File: src/core/mao_consts.svh
// Register offsets, control fields, attribute encodings and masks of the ordering agent
`ifndef MAO_CONSTS_SVH
`define MAO_CONSTS_SVH

// Register byte offsets
`define MAO_REG_CTRL         4'h0
`define MAO_REG_STATUS       4'h4
`define MAO_REG_FWD_CNT      4'h8
`define MAO_REG_MRG_CNT      4'hc

// Control fields and reset value
`define MAO_CTRL_POST_BIT    0
`define MAO_CTRL_MERGE_BIT   1
`define MAO_CTRL_FWD_BIT     2
`define MAO_CTRL_W           3
`define MAO_CTRL_RESET       3'h7

// Memory-type attribute encodings on the request port
`define MAO_ATTR_DEV_STRICT_ORDER_FINAL_COMPLETION    3'h0
`define MAO_ATTR_DEV_NRE     3'h1
`define MAO_ATTR_DEV_RE      3'h2
`define MAO_ATTR_NORM_NC     3'h3
`define MAO_ATTR_WB_NOALLOC  3'h4
`define MAO_ATTR_WB_ALLOC    3'h5

// Address and data layout
`define MAO_LINE_LSB         6
`define MAO_EXT_W            6
`define MAO_BE_W             8
`define MAO_DATA_W           64
`define MAO_BE_FULL          8'hff

`endif

File: src/core/mao_pkg.sv
// Types and attribute decoding shared by the ordering agent
`include "mao_consts.svh"
package mao_pkg;

   typedef enum logic [2:0] {
      MAO_STRICT_ORDER_FINAL_COMPLETION,
      MAO_STRICT_ORDER_EARLY_COMPLETION,
      MAO_REORDERABLE_EARLY_COMPLETION,
      MAO_NORMAL_NONCACHEABLE,
      MAO_WRITEBACK_NO_ALLOC_HINT,
      MAO_WRITEBACK_ALLOC_HINT
   } mao_class_t;

   typedef enum logic [2:0] {
      MAO_ST_IDLE,
      MAO_ST_FWD,
      MAO_ST_DRD,
      MAO_ST_DREQ,
      MAO_ST_DWAIT
   } mao_state_t;

   // Unknown encodings fall back to the strictest type
   function automatic mao_class_t mao_decode(input logic [2:0] attr);
      case (attr)
         `MAO_ATTR_DEV_NRE:     return MAO_STRICT_ORDER_EARLY_COMPLETION;
         `MAO_ATTR_DEV_RE:      return MAO_REORDERABLE_EARLY_COMPLETION;
         `MAO_ATTR_NORM_NC:     return MAO_NORMAL_NONCACHEABLE;
         `MAO_ATTR_WB_NOALLOC:  return MAO_WRITEBACK_NO_ALLOC_HINT;
         `MAO_ATTR_WB_ALLOC:    return MAO_WRITEBACK_ALLOC_HINT;
         default:               return MAO_STRICT_ORDER_FINAL_COMPLETION;
      endcase
   endfunction

   function automatic logic mao_is_device(input mao_class_t c);
      return (c == MAO_STRICT_ORDER_FINAL_COMPLETION) || (c == MAO_STRICT_ORDER_EARLY_COMPLETION) ||
             (c == MAO_REORDERABLE_EARLY_COMPLETION);
   endfunction

endpackage

File: src/core/mao_wbuf_mem.sv
// Data store of the posted-write buffer, byte-strobed write, registered read
`timescale 1ns/1ns
`include "mao_consts.svh"
module mao_wbuf_mem
   #(
   parameter int DEPTH = 4,
   parameter int IDX_W = 2
   )
   (
   // Clock and reset
   input  wire logic                   clk_sys_i,
   input  wire logic                   reset_n_i,
   // Write port
   input  wire logic                   we_i,
   input  wire logic [IDX_W-1:0]       waddr_i,
   input  wire logic [`MAO_BE_W-1:0]   wstrb_i,
   input  wire logic [`MAO_DATA_W-1:0] wdata_i,
   // Read port
   input  wire logic [IDX_W-1:0]       raddr_i,
   output logic      [`MAO_DATA_W-1:0] rdata_o
   );

   logic [`MAO_DATA_W-1:0] mem_q [DEPTH];

   always_ff @(posedge clk_sys_i)
   begin
      for (int b = 0; b < `MAO_BE_W; b++)
      begin
         if (we_i && wstrb_i[b])
            mem_q[waddr_i][b*8 +: 8] <= wdata_i[b*8 +: 8];
      end
   end

   // Read-before-write: a same-cycle write is seen one cycle later
   always_ff @(posedge clk_sys_i or negedge reset_n_i)
   begin
      if (!reset_n_i)
         rdata_o <= '0;
      else
         rdata_o <= mem_q[raddr_i];
   end

endmodule

File: src/core/mao_regs.sv
// Avalon-MM register slave: control bits, buffer status and event counters
`timescale 1ns/1ns
`include "mao_consts.svh"
module mao_regs
   (
   // Clock and reset
   input  wire logic                   clk_sys_i,
   input  wire logic                   reset_n_i,
   // Avalon-MM slave
   input  wire logic [3:0]             avs_address_i,
   input  wire logic                   avs_read_i,
   input  wire logic                   avs_write_i,
   input  wire logic [3:0]             avs_byteenable_i,
   input  wire logic [31:0]            avs_writedata_i,
   output logic      [31:0]            avs_readdata_o,
   output logic                        avs_waitrequest_o,
   // Block side
   output logic      [`MAO_CTRL_W-1:0] ctrl_o,
   input  wire logic [7:0]             buf_cnt_i,
   input  wire logic                   busy_i,
   input  wire logic [31:0]            fwd_cnt_i,
   input  wire logic [31:0]            mrg_cnt_i
   );

   logic        ack_q;
   wire         access = avs_read_i | avs_write_i;
   wire         sel_ctrl = (avs_address_i == `MAO_REG_CTRL);
   wire         sel_stat = (avs_address_i == `MAO_REG_STATUS);
   wire         sel_fwd = (avs_address_i == `MAO_REG_FWD_CNT);
   wire         sel_mrg = (avs_address_i == `MAO_REG_MRG_CNT);
   wire [31:0]  rd_mux = sel_ctrl ? {29'h0, ctrl_o} :
                         sel_stat ? {23'h0, busy_i, buf_cnt_i} :
                         sel_fwd  ? fwd_cnt_i :
                         sel_mrg  ? mrg_cnt_i : 32'h0;
   wire         ctrl_wr = avs_write_i & ack_q & sel_ctrl & avs_byteenable_i[0];

   // Every access waits exactly one cycle; unmapped reads return zero
   assign avs_waitrequest_o = access & ~ack_q;

   always_ff @(posedge clk_sys_i or negedge reset_n_i)
   begin
      if (!reset_n_i)
         ack_q <= 1'b0;
      else
         ack_q <= access & ~ack_q;
   end

   always_ff @(posedge clk_sys_i or negedge reset_n_i)
   begin
      if (!reset_n_i)
         avs_readdata_o <= 32'h0;
      else if (avs_read_i && !ack_q)
         avs_readdata_o <= rd_mux;
   end

   always_ff @(posedge clk_sys_i or negedge reset_n_i)
   begin
      if (!reset_n_i)
         ctrl_o <= `MAO_CTRL_RESET;
      else if (ctrl_wr)
         ctrl_o <= avs_writedata_i[`MAO_CTRL_W-1:0];
   end

endmodule

File: src/core/mao_agent.sv
// Memory attribute ordering agent: posting, forwarding and merging by memory type
`timescale 1ns/1ns
`include "mao_consts.svh"
module mao_agent
   import mao_pkg::*;
   #(
   parameter int ADDR_W = 48,
   parameter int PHYS_W = 44,
   parameter int DEPTH  = 4
   )
   (
   // Clock and reset
   input  wire logic                   clk_sys_i,
   input  wire logic                   reset_n_i,
   // Request from the requester
   input  wire logic                   req_valid_i,
   output logic                        req_ready_o,
   input  wire logic                   req_write_i,
   input  wire logic [ADDR_W-1:0]      req_addr_i,
   input  wire logic                   req_ext_vld_i,
   input  wire logic [`MAO_EXT_W-1:0]  req_ext_addr_i,
   input  wire logic [2:0]             req_attr_i,
   input  wire logic [2:0]             req_size_i,
   input  wire logic                   req_security_state_bit_i,
   input  wire logic [`MAO_BE_W-1:0]   req_be_i,
   input  wire logic [`MAO_DATA_W-1:0] req_data_i,
   // Response to the requester
   output logic                        rsp_valid_o,
   output logic                        rsp_write_o,
   output logic      [`MAO_DATA_W-1:0] rsp_data_o,
   // Snoop lookup
   input  wire logic                   snp_valid_i,
   input  wire logic [ADDR_W-1:0]      snp_addr_i,
   input  wire logic                   snp_security_state_bit_i,
   output logic                        snp_rsp_valid_o,
   output logic                        snp_hit_o,
   // Request to the endpoint
   output logic                        dn_valid_o,
   input  wire logic                   dn_ready_i,
   output logic                        dn_write_o,
   output logic      [ADDR_W-1:0]      dn_addr_o,
   output logic      [2:0]             dn_size_o,
   output logic      [2:0]             dn_class_o,
   output logic                        dn_alloc_o,
   output logic                        dn_security_state_bit_o,
   output logic      [`MAO_BE_W-1:0]   dn_be_o,
   output logic      [`MAO_DATA_W-1:0] dn_data_o,
   // Endpoint response
   input  wire logic                   dn_rsp_valid_i,
   input  wire logic [`MAO_DATA_W-1:0] dn_rsp_data_i,
   // Avalon-MM register slave
   input  wire logic [3:0]             avs_address_i,
   input  wire logic                   avs_read_i,
   input  wire logic                   avs_write_i,
   input  wire logic [3:0]             avs_byteenable_i,
   input  wire logic [31:0]            avs_writedata_i,
   output logic      [31:0]            avs_readdata_o,
   output logic                        avs_waitrequest_o
   );

   localparam int IDX_W = (DEPTH > 1) ? $clog2(DEPTH) : 1;
   localparam int CNT_W = IDX_W + 1;

   function automatic logic line_match(input logic [ADDR_W-1:0] a, input logic sa,
                                       input logic [ADDR_W-1:0] b, input logic sb);
      return (a[ADDR_W-1:`MAO_LINE_LSB] == b[ADDR_W-1:`MAO_LINE_LSB]) && (sa == sb);
   endfunction

   // State
   mao_state_t             st_q;
   mao_state_t             st_d;
   logic [`MAO_CTRL_W-1:0] ctrl;
   logic [IDX_W-1:0]       head_q;
   logic [IDX_W-1:0]       tail_q;
   logic [CNT_W-1:0]       cnt_q;
   logic [31:0]            fwd_cnt_q;
   logic [31:0]            mrg_cnt_q;
   logic [`MAO_DATA_W-1:0] mem_rdata;

   // Buffer tags, valid between head and tail
   logic [ADDR_W-1:0]      tag_addr_q [DEPTH];
   logic [2:0]             tag_size_q [DEPTH];
   logic                   tag_sec_q  [DEPTH];
   logic [`MAO_BE_W-1:0]   tag_be_q   [DEPTH];
   mao_class_t             tag_cls_q  [DEPTH];

   // Transaction held for the endpoint
   logic                   drain_q;
   logic                   cur_write_q;
   mao_class_t             cur_cls_q;

   // Request decode
   wire [ADDR_W-1:0] phys_mask = {{(ADDR_W-PHYS_W){1'b0}}, {PHYS_W{1'b1}}};
   wire [ADDR_W-1:0] raw_addr = req_ext_vld_i ? {req_addr_i[ADDR_W-1:`MAO_LINE_LSB], req_ext_addr_i}
                                              : req_addr_i;
   wire [ADDR_W-1:0] eff_addr = raw_addr & phys_mask;
   wire mao_class_t  req_cls = mao_decode(req_attr_i);
   wire              req_dev = mao_is_device(req_cls);
   wire              st_idle = (st_q == MAO_ST_IDLE);
   wire              empty = (cnt_q == '0);
   wire              full = (cnt_q == CNT_W'(DEPTH));
   wire [IDX_W-1:0]  last_idx = tail_q - 1'b1;

   // Buffer lookup: oldest to newest so the newest overlapping entry decides
   logic             ovl_any;
   logic             fwd_hit;
   logic [IDX_W-1:0] fwd_idx;
   logic             snp_any;
   logic [IDX_W-1:0] lk_idx;

   always_comb
   begin
      lk_idx  = '0;
      ovl_any = 1'b0;
      fwd_hit = 1'b0;
      fwd_idx = '0;
      snp_any = 1'b0;
      for (int i = 0; i < DEPTH; i++)
      begin
         lk_idx = head_q + IDX_W'(i);
         if (CNT_W'(i) < cnt_q)
         begin
            if (line_match(tag_addr_q[lk_idx], tag_sec_q[lk_idx], eff_addr, req_security_state_bit_i))
            begin
               ovl_any = 1'b1;
               // A newer partial write over the same line cancels an older exact hit
               fwd_hit = (tag_addr_q[lk_idx] == eff_addr) && (tag_size_q[lk_idx] == req_size_i) &&
                         (tag_be_q[lk_idx] == `MAO_BE_FULL);
               fwd_idx = lk_idx;
            end
            if (line_match(tag_addr_q[lk_idx], tag_sec_q[lk_idx], snp_addr_i & phys_mask,
                           snp_security_state_bit_i))
               snp_any = 1'b1;
         end
      end
   end

   // Policy decisions
   wire post_ok = ctrl[`MAO_CTRL_POST_BIT] &&
                  (req_cls != MAO_STRICT_ORDER_FINAL_COMPLETION);
   wire merge_hit = ctrl[`MAO_CTRL_MERGE_BIT] && !empty && !req_dev &&
                    !mao_is_device(tag_cls_q[last_idx]) && (tag_addr_q[last_idx] == eff_addr) &&
                    (tag_size_q[last_idx] == req_size_i) &&
                    (tag_sec_q[last_idx] == req_security_state_bit_i);
   wire reorder_ok = !req_dev || (req_cls == MAO_REORDERABLE_EARLY_COMPLETION);
   wire wr_merge = req_valid_i && req_write_i && post_ok && merge_hit;
   wire wr_push = req_valid_i && req_write_i && post_ok && !merge_hit && !full;
   wire wr_direct = req_valid_i && req_write_i && !post_ok && empty;
   wire rd_fwd = req_valid_i && !req_write_i && !req_dev &&
                 ctrl[`MAO_CTRL_FWD_BIT] && fwd_hit;
   wire rd_direct = req_valid_i && !req_write_i && !rd_fwd &&
                    (empty || (reorder_ok && !ovl_any));
   wire take = st_idle && (wr_merge || wr_push || wr_direct || rd_fwd || rd_direct);
   // Posted writes drain whenever the request cannot be absorbed
   wire drain_go = st_idle && !take && !empty;
   wire post_take = take && (wr_merge || wr_push);
   wire load_req = take && (wr_direct || rd_direct);
   wire load_drain = (st_q == MAO_ST_DRD);
   wire dn_done = (st_q == MAO_ST_DWAIT) && dn_rsp_valid_i;
   wire pop = dn_done && drain_q;
   wire rsp_fire = post_take || (st_q == MAO_ST_FWD) || (dn_done && !drain_q);

   assign req_ready_o = take;
   assign dn_valid_o = (st_q == MAO_ST_DREQ);

   always_comb
   begin
      st_d = st_q;
      case (st_q)
         MAO_ST_IDLE:
         begin
            if (take && rd_fwd)
               st_d = MAO_ST_FWD;
            else if (load_req)
               st_d = MAO_ST_DREQ;
            else if (drain_go)
               st_d = MAO_ST_DRD;
         end
         MAO_ST_FWD:
            st_d = MAO_ST_IDLE;
         MAO_ST_DRD:
            st_d = MAO_ST_DREQ;
         MAO_ST_DREQ:
         begin
            if (dn_ready_i)
               st_d = MAO_ST_DWAIT;
         end
         MAO_ST_DWAIT:
         begin
            if (dn_rsp_valid_i)
               st_d = MAO_ST_IDLE;
         end
         default:
            st_d = MAO_ST_IDLE;
      endcase
   end

   always_ff @(posedge clk_sys_i or negedge reset_n_i)
   begin
      if (!reset_n_i)
         st_q <= MAO_ST_IDLE;
      else
         st_q <= st_d;
   end

   // Buffer pointers; push and pop never coincide since pop happens outside idle
   always_ff @(posedge clk_sys_i or negedge reset_n_i)
   begin
      if (!reset_n_i)
      begin
         head_q <= '0;
         tail_q <= '0;
         cnt_q  <= '0;
      end
      else
      begin
         if (take && wr_push)
            tail_q <= tail_q + 1'b1;
         if (pop)
            head_q <= head_q + 1'b1;
         cnt_q <= cnt_q + CNT_W'(take && wr_push) - CNT_W'(pop);
      end
   end

   always_ff @(posedge clk_sys_i)
   begin
      if (take && wr_push)
      begin
         tag_addr_q[tail_q] <= eff_addr;
         tag_size_q[tail_q] <= req_size_i;
         tag_sec_q[tail_q]  <= req_security_state_bit_i;
         tag_be_q[tail_q]   <= req_be_i;
         tag_cls_q[tail_q]  <= req_cls;
      end
      else if (take && wr_merge)
         tag_be_q[last_idx] <= tag_be_q[last_idx] | req_be_i;
   end

   mao_wbuf_mem #(
      .DEPTH     (DEPTH),
      .IDX_W     (IDX_W)
   ) u_mem (
      .clk_sys_i (clk_sys_i),
      .reset_n_i (reset_n_i),
      .we_i      (post_take),
      .waddr_i   (wr_merge ? last_idx : tail_q),
      .wstrb_i   (req_be_i),
      .wdata_i   (req_data_i),
      .raddr_i   (rd_fwd ? fwd_idx : head_q),
      .rdata_o   (mem_rdata)
   );

   // Endpoint request carries the exact address and size, never widened
   always_ff @(posedge clk_sys_i or negedge reset_n_i)
   begin
      if (!reset_n_i)
      begin
         drain_q     <= 1'b0;
         cur_write_q <= 1'b0;
         cur_cls_q   <= MAO_STRICT_ORDER_FINAL_COMPLETION;
         dn_addr_o   <= '0;
         dn_size_o   <= '0;
         dn_security_state_bit_o <= 1'b0;
         dn_be_o     <= '0;
         dn_data_o   <= '0;
         dn_alloc_o  <= 1'b0;
      end
      else if (load_drain)
      begin
         drain_q     <= 1'b1;
         cur_write_q <= 1'b1;
         cur_cls_q   <= tag_cls_q[head_q];
         dn_addr_o   <= tag_addr_q[head_q];
         dn_size_o   <= tag_size_q[head_q];
         dn_security_state_bit_o <= tag_sec_q[head_q];
         dn_be_o     <= tag_be_q[head_q];
         dn_data_o   <= mem_rdata;
         dn_alloc_o  <= (tag_cls_q[head_q] == MAO_WRITEBACK_ALLOC_HINT);
      end
      else if (load_req)
      begin
         drain_q     <= 1'b0;
         cur_write_q <= req_write_i;
         cur_cls_q   <= req_cls;
         dn_addr_o   <= eff_addr;
         dn_size_o   <= req_size_i;
         dn_security_state_bit_o <= req_security_state_bit_i;
         dn_be_o     <= req_be_i;
         dn_data_o   <= req_data_i;
         dn_alloc_o  <= (req_cls == MAO_WRITEBACK_ALLOC_HINT);
      end
   end

   assign dn_write_o = cur_write_q;
   assign dn_class_o = cur_cls_q;

   // Forwarded data goes straight out and is never kept for a later read
   always_ff @(posedge clk_sys_i or negedge reset_n_i)
   begin
      if (!reset_n_i)
      begin
         rsp_valid_o <= 1'b0;
         rsp_write_o <= 1'b0;
         rsp_data_o  <= '0;
      end
      else
      begin
         rsp_valid_o <= rsp_fire;
         if (rsp_fire)
         begin
            rsp_write_o <= post_take || (dn_done && cur_write_q);
            rsp_data_o  <= (st_q == MAO_ST_FWD) ? mem_rdata : dn_rsp_data_i;
         end
      end
   end

   always_ff @(posedge clk_sys_i or negedge reset_n_i)
   begin
      if (!reset_n_i)
      begin
         snp_rsp_valid_o <= 1'b0;
         snp_hit_o       <= 1'b0;
         fwd_cnt_q       <= '0;
         mrg_cnt_q       <= '0;
      end
      else
      begin
         snp_rsp_valid_o <= snp_valid_i;
         snp_hit_o       <= snp_valid_i && snp_any;
         fwd_cnt_q       <= fwd_cnt_q + 32'(take && rd_fwd);
         mrg_cnt_q       <= mrg_cnt_q + 32'(take && wr_merge);
      end
   end

   mao_regs u_regs (
      .clk_sys_i         (clk_sys_i),
      .reset_n_i         (reset_n_i),
      .avs_address_i     (avs_address_i),
      .avs_read_i        (avs_read_i),
      .avs_write_i       (avs_write_i),
      .avs_byteenable_i  (avs_byteenable_i),
      .avs_writedata_i   (avs_writedata_i),
      .avs_readdata_o    (avs_readdata_o),
      .avs_waitrequest_o (avs_waitrequest_o),
      .ctrl_o            (ctrl),
      .buf_cnt_i         (8'(cnt_q)),
      .busy_i            (!st_idle),
      .fwd_cnt_i         (fwd_cnt_q),
      .mrg_cnt_i         (mrg_cnt_q)
   );

endmodule

File: config.mk
export PLATFORM = sky130hd
export DESIGN_NAME = mao_agent
export DESIGN_NICKNAME = d
export VERILOG_FILES = /design/src/core/mao_pkg.sv /design/src/core/mao_wbuf_mem.sv /design/src/core/mao_regs.sv /design/src/core/mao_agent.sv
export VERILOG_INCLUDE_DIRS = /design/src /design/src/core
export SDC_FILE = /design/constraint.sdc
export NUM_CORES = 2
export LEC_CHECK = 0
export BUFFER_PORTS_ARGS = -buffer_cell sky130_fd_sc_hd__buf_2
export CORE_MARGIN = 3
export CORE_UTILIZATION = 45
export DETAILED_ROUTE_END_ITERATION = 6
export PLACE_DENSITY = 0.76
export RECOVER_POWER = 50
export SETUP_SLACK_MARGIN = 0.2
export SLEW_MARGIN = 5
export SYNTH_ARGS = -nofsm -noshare
export SYNTH_HDL_FRONTEND = slang
export SYNTH_SLANG_ARGS = --single-unit
File: constraint.sdc
create_clock -name clk_sys_i -period 7.1 [get_ports clk_sys_i]
set_input_delay 0.71 -clock clk_sys_i [delete_from_list [all_inputs] [get_ports clk_sys_i]]
set_output_delay 0.71 -clock clk_sys_i [all_outputs]
set_load 0.05 [all_outputs]
Yosys cells after proc, flatten, opt, wreduce, memory -nomap -nowiden

Memories as Yosys holds them, arrays and structs flattened. A register that Yosys moved wholly into a read port is not among the register bits.
Index checks and enable logic that the tools add are counted.

Mux-type cells: 89
$lt $le $gt $ge: 4
Reduce and logical (&&, ||, !) cells: 96
Equal/unequal tests: 53
Bitwise logic cells: 7
Add/subtract/negate cells: 9

Operators with widths:

| cell                 | count |
|---|---|
| $eq A42 B38 Y1       | 8 |
| $eq A48 B44 Y1       | 5 |
| $mux W64             | 3 |
| $mux W32             | 4 |
| $mux W48             | 2 |
| $add A32 B1 Y32      | 2 |
| $logic_and A1 B1 Y1  | 59 |
| $mux W1              | 54 |
| $eq A8 B8 Y1 const B | 4 |
| $mux W3              | 9 |
| $mux W8              | 3 |
| $mux W2              | 11 |
| $eq A3 B2 Y1 const B | 6 |
| $eq A3 B3 Y1 const B | 6 |
| $eq A3 B3 Y1         | 5 |
| $pmux W3 S5          | 1 |
| $logic_not A1 Y1     | 14 |
| $logic_or A1 B1 Y1   | 14 |
| $eq A3 B1 Y1 const B | 4 |
| $logic_not A3 Y1     | 4 |
| $pmux W3 S4          | 1 |
| $eq A1 B1 Y1         | 9 |
| $eq A4 B4 Y1 const B | 2 |
| $or A8 B8 Y8         | 1 |
| other kinds (20)     | 27 |

Input bits: 296
Memories kept: 6
Word-level logic and storage cells: 287
Bits in writable memories: 492
Bits in registers: 308
Output and inout port bits: 232

Memory list:

| name        | depth | width | rd ports | clocked after memory_dff | wr ports | line               | RTL |
|---|---|---|---|---|---|---|---|
| u_mem.mem_q | 4     | 64    | 1        | 1                        | 1        | mao_wbuf_mem.sv:23 | `` logic [`MAO_DATA_W-1:0] mem_q [DEPTH]; `` |
| tag_addr_q  | 4     | 44    | 5        | 0                        | 1        | mao_agent.sv:81    | `logic [ADDR_W-1:0] tag_addr_q [DEPTH];` |
| tag_be_q    | 4     | 8     | 5        | 0                        | 1        | mao_agent.sv:84    | `` logic [`MAO_BE_W-1:0] tag_be_q [DEPTH]; `` |
| tag_cls_q   | 4     | 3     | 2        | 0                        | 1        | mao_agent.sv:85    | `mao_class_t tag_cls_q [DEPTH];` |
| tag_size_q  | 4     | 3     | 5        | 0                        | 1        | mao_agent.sv:82    | `logic [2:0] tag_size_q [DEPTH];` |
| tag_sec_q   | 4     | 1     | 5        | 0                        | 1        | mao_agent.sv:83    | `logic tag_sec_q [DEPTH];` |

Depth between registers and ports, before layout

Word-level depth: 26
Gate-level depth with buffers: 26
Mapped depth without buffers: 19

Cells and area by module

Synthesis repeated with hierarchy kept, for this count alone.

Cells, all modules: 3,566
Area total of the unflattened synthesis: 46,987.6 µm²

By module, submodules not included:

| module       | times used | seq. area each (µm²) | cells an instance | area an instance (µm²) |
|---|---|---|---|---|
| mao_agent    | 1          | 13,793.2             | 2,956             | 33,976.3 |
| mao_wbuf_mem | 1          | 9,288.9              | 439               | 11,255.8 |
| mao_regs     | 1          | 904.6                | 171               | 1,755.4 |

Worst setup path before layout

No wires, ideal clock.

Kind: reg-to-reg
From: register tail_q[0]
To: register mrg_cnt_q[30]
Cell stages (with the launch flop): 24
Arrival time: 5.752 ns
Path buffers: 6
Setup slack: 1.225 ns
Setup time: 0.123 ns
Clock period less this slack: 5.875 ns
Data required time: 6.977 ns
Path through: dfrtp_1 > buf_2 > buf_2 > clkinv_1 > ha_1 > clkbuf_1 > buf_1 > mux4_2 > xnor2_1 > nand4_1 > nor4_1 > nand4_1 > clkbuf_1 > nor3_1 > clkbuf_1 > ha_1 > ha_1 > nand2_1 > nor2_1 > nand2_1 > nor2_1 > and3_1 > nand4_1 > xnor2_1

Cells in the longest elaborated chain, start to end: 20
Elaborated cells on any way between the ends: 29
Those cells by class: add/sub (2); eq/ne (5); reduce/logical (18); memory (4)

Ends and longest elaborated chain:

| element                                                 | line             | RTL |
|---|---|---|
| start: declaration                                      | mao_agent.sv:74  | `logic [IDX_W-1:0] tail_q;` |
| start signal: assignment                                | mao_agent.sv:218 | `tail_q <= tail_q + 1'b1;` |
| $sub A2 B1 Y2 (*)                                       | mao_agent.sv:102 | `wire [IDX_W-1:0] last_idx = tail_q - 1'b1;` |
| via last_idx[0]                                         | mao_agent.sv:102 |  |
| $mem_v2 Z4 W3                                           | n/a              |  |
| $eq A3 B1 Y1 / $logic_not A3 Y1 (equally long branches) | mao_pkg.sv:35    | `return (c == MAO_STRICT_ORDER_FINAL_COMPLETION) \|\| (c == MAO_STRICT_ORDER_EARLY_COMPLETION) \|\|` |
| $logic_or A1 B1 Y1 (2 in series)                        | mao_pkg.sv:35    |  |
| $logic_not A1 Y1                                        | mao_agent.sv:142 | `!mao_is_device(tag_cls_q[last_idx]) && (tag_addr_q[last_idx] == eff_addr) &&` |
| $logic_and A1 B1 Y1 (3 in series)                       | mao_agent.sv:141 | `` wire merge_hit = ctrl[`MAO_CTRL_MERGE_BIT] && !empty && !req_dev && `` |
| $logic_and A1 B1 Y1 (*)                                 | mao_agent.sv:141 |  |
| $logic_not A1 Y1                                        | mao_agent.sv:147 | `wire wr_push = req_valid_i && req_write_i && post_ok && !merge_hit && !full;` |
| $logic_and A1 B1 Y1 (2 in series)                       | mao_agent.sv:147 |  |
| $logic_or A1 B1 Y1 (4 in series)                        | mao_agent.sv:153 | `wire take = st_idle && (wr_merge \|\| wr_push \|\| wr_direct \|\| rd_fwd \|\| rd_direct);` |
| $logic_and A1 B1 Y1                                     | mao_agent.sv:153 |  |
| $logic_and A1 B1 Y1 (*)                                 | mao_agent.sv:331 | `mrg_cnt_q <= mrg_cnt_q + 32'(take && wr_merge);` |
| $add A32 B1 Y32 (*)                                     | mao_agent.sv:331 |  |
| end signal: assignment                                  | mao_agent.sv:331 |  |
| end: declaration                                        | mao_agent.sv:77  | `logic [31:0] mrg_cnt_q;` |

The timed path passes the listed nets; every way through them passes the cells marked *.
A chain may end at the register's enable or synchronous reset.

Final worst setup path

From: register head_q[0]
To: output req_ready_o

Cells in the longest elaborated chain, start to end: 18
Elaborated cells on any way between the ends: 65
Those cells by class: add/sub (3); eq/ne (20); mux (16); reduce/logical (22); memory (4)

Ends and longest elaborated chain:

| element                                                 | line             | RTL |
|---|---|---|
| start: declaration                                      | mao_agent.sv:73  | `logic [IDX_W-1:0] head_q;` |
| start signal: assignment                                | mao_agent.sv:220 | `head_q <= head_q + 1'b1;` |
| branches (longest 16 deep; another with $mem_v2 Z4 W44) | n/a              |  |
| $logic_or A1 B1 Y1 (*)                                  | mao_agent.sv:153 |  |
| $logic_and A1 B1 Y1 (*)                                 | mao_agent.sv:153 |  |
| end: declaration                                        | mao_agent.sv:17  | `output logic req_ready_o,` |

Mark *: on every way between the ends.

==> flow_summary.json <==
{
  "period_share_pct": 91.6,
  "netlist_area_um2": 44700,
  "drt-initial-drc-count": 3073,
  "ant_nets": 0,
  "overflow": 0,
  "slew_headroom_pct": -191,
  "wire_per_inst_um": 25.7,
  "die_area_um2": 103000,
  "drt-total-wl_um": 130000,
  "antenna_found_initial": 11,
  "syn_inst": 3248,
  "rsz0062_at_grt": "no",
  "synth-edff-count": 492,
  "yosys_warnings": 0,
  "track_usage_pct": 24.7,
  "critical_path_class": "reg2out",
  "timing.setup.tns_ns": 0,
  "path_clk_slew_ns": 0.06,
  "leakagePower_uw": 0.0197,
  "viasPerCell": 5.90,
  "syn_area_per_cell_um2": 13.8,
  "grt_first_pass_wirelength_um": 191000,
  "ys_ff_latch": 860,
  "num_vias": 29808,
  "drive_gt1_share_pct": 17.4,
  "worstSetupStartpointType": "register",
  "violations": "capacitance limit, slew limit",
  "vdd_drop_max_v": 0.000415,
  "skew_ns": 0.0272,
  "yosysUniqueCellTypes": 75,
  "grt_max_degree": 202,
  "crit_required_ns": 6.39,
  "cap_violations": 2,
  "finalHoldViolations": 0,
  "top_usage_layer": "met2",
  "final_common_cell": "edfxtp_1",
  "pwr_density_cell_nw_per_um2": 416,
  "initial_core_util_pct": 45.4,
  "clock_latency_ns": 0.68,
  "core_area_um2": 98600,
  "die_y_um": 321,
  "synth-async-reset-ratio_pct": 42.8,
  "grtUsageMet3_pct": 5.13,
  "slew_violations": 97,
  "grt_use_met1_pct": 32.4,
  "finalNetCount": 3984,
  "route.detailed.drc": 0,
  "fp.dieW_um": 321,
  "status": "complete, but fails checks",
  "grt_pass1_vias": 29503,
  "cts_buffers": 92,
  "drtPass1Iterations": 6,
  "finalCriticalPeriod_ns": 6.51,
  "hold_path_class": "in2reg",
  "globalplace.congestion": 1.00,
  "cts.path.max_buffers": 3,
  "end_kind": "output port",
  "cts_root_buffer": "clkbuf_16",
  "seq_area_frac_synth_pct": 53.6,
  "num_rows": 115,
  "cts_max_level": 3,
  "cts_tree": "built",
  "clock-sinks": 860,
  "port_buffers": 477,
  "syn_to_final_growth_pct": 13.5,
  "crit_arrival_ns": 5.80,
  "grt_use_met2_pct": 40.1,
  "setup_violations": 0,
  "ios": 528,
  "max_freq_mhz": 154,
  "dpl.hpwl_um": 94200,
  "final_cell_mix": "492 x edfxtp_1, 462 x mux2i_1, 362 x dfrtp_1",
  "finish.utilization_pct": 51.5,
  "tightest_slew_ns": 4.36,
  "synth-main-ff-cell": "edfxtp_1",
  "crit_fanout": 54,
  "cts-resized-gates": 0
}
==> metal layers <==
| metal | vias up | wire [um] |
|---|---|---|
| met3 | 264 | 10300 |
| met5 | - | 52 |
| met2 | 1435 | 62100 |
| li1 | 13031 | - |
| met4 | 8 | 5630 |
| met1 | 15070 | 51900 |
==> synthesized netlist by cell type, types with 7 or more instances <==
cell type / count / area (um^2)
a21o_1: 9 / 67.6
a21oi_1: 18 / 90.1
a22oi_1: 30 / 225
and3_1: 29 / 181
buf_1: 10 / 37.5
buf_12: 15 / 300
buf_2: 42 / 210
buf_4: 23 / 173
buf_6: 7 / 78.8
buf_8: 18 / 270
clkbuf_1: 103 / 387
dfrtp_1: 365 / 9130
edfxtp_1: 492 / 14800
ha_1: 12 / 150
inv_1: 28 / 105
mux2_2: 27 / 304
mux2i_1: 462 / 4620
mux4_2: 226 / 5090
nand2_1: 285 / 1070
nand3_1: 42 / 210
nand4_1: 89 / 557
nor2_1: 50 / 188
nor2b_1: 23 / 144
nor3_1: 17 / 85.1
nor4_1: 39 / 244
o21ai_0: 173 / 866
o21ai_1: 56 / 280
xnor2_1: 335 / 2930
xor2_1: 116 / 1020
==> worst max-delay path, cell delays in order (launching register included) <==
cell and delay (ns):
dfrtp_4 1.05, buf_4 0.40, mux4_2 0.41, xnor2_1 0.39
nand4_1 0.17, nor4_1 0.67, nand3_1 0.38, or3_4 0.49
nand4b_2 0.13, o2111a_1 0.37, nor2_1 0.10, a21oi_1 0.17
buf_2 0.34
==> per-stage QoR <==
step                      setup WS [ns]  power, uW  hold slack (ns)  cells  cell area (um^2)
after floorplan                    1.23      13900            0.414   3251             44800
after global placement            0.562      16300            0.445   4866             48000
after detailed placement          0.478      16400            0.453   4866             48000
after CTS                         0.440      21300            0.102   5039             51100
after global routing              0.276      22000            0.115   5046             50800
final                             0.595      21100            0.150   5048             50800
==> final timing paths <==
path / startpoint / to / slack [ns] / cells past startpoint
max: head_q[0] / req_ready_o / 0.59 / 12
max in group asynchronous: reset_n_i / head_q[1] / 1.85 / 3
min reg2reg: u_regs.ack_q / u_regs.ack_q / 0.47 / 1
min in group asynchronous: reset_n_i / rsp_data_o[51] / 2.12 / 2
max reg2reg: head_q[0] / fwd_cnt_q[31] / 0.63 / 17
min: snp_valid_i / snp_rsp_valid_o / 0.15 / 1
==> final cells by class <==
type	instances	area, um^2
antenna	8	20.0
clock buffer	119	2450
clock inverter	53	632
fill	8393	47800
inverter	32	120
multi-input combinational	2141	19300
sequential	860	24000
tap	1287	1610
timing repair buffer	548	2680
==> registers in the layout, summed over array words and instances (netlist names), 2 cells and up <==
signal	cells
tag_size_q	12
dn_data_o	64
dn_class_o	3
cnt_q	3
head_q	2
u_regs.ctrl_o	3
u_mem.rdata_o	64
dn_addr_o	44
dn_be_o	8
fwd_cnt_q	32
rsp_data_o	64
u_mem.mem_q	256
tag_be_q	32
tag_cls_q	12
tail_q	2
dn_size_o	3
st_q	3
u_regs.avs_readdata_o	32
tag_addr_q	176
mrg_cnt_q	32
tag_sec_q	4
==> kinds of logic (layout without fill, tap and decap cells) <==
kind of cell	Yosys count	count (layout)	share of synthesized area [%]
flip-flops	860	860	53.6
multiplexers	717	717	22.5
AND/OR/NAND/NOR	620	620	6.80
XOR/XNOR	452	452	8.89
AO/OA/AOI/OAI	335	335	4.33
buffers and inverters	250	752	3.52
adder cells (fa/ha/maj)	13	13	0.380
other	1	12	0.00838
==> what timing repair did <==
| action | CTS | global route |
|---|---|---|
| buffers inserted | 0 | 1 |
| setup endpoints to repair | 0 | 7 |
| hold buffers | 1 | 0 |
| endpoints found under the hold margin | 4 | 0 |
==> where the power goes <==
group | switching (uW) | internal (uW)
logic | 6210 | 3340
clock network | 2060 | 2780
registers | 648 | 6070
total | 8920 | 12200
Power figures use the tool's default switching activity.
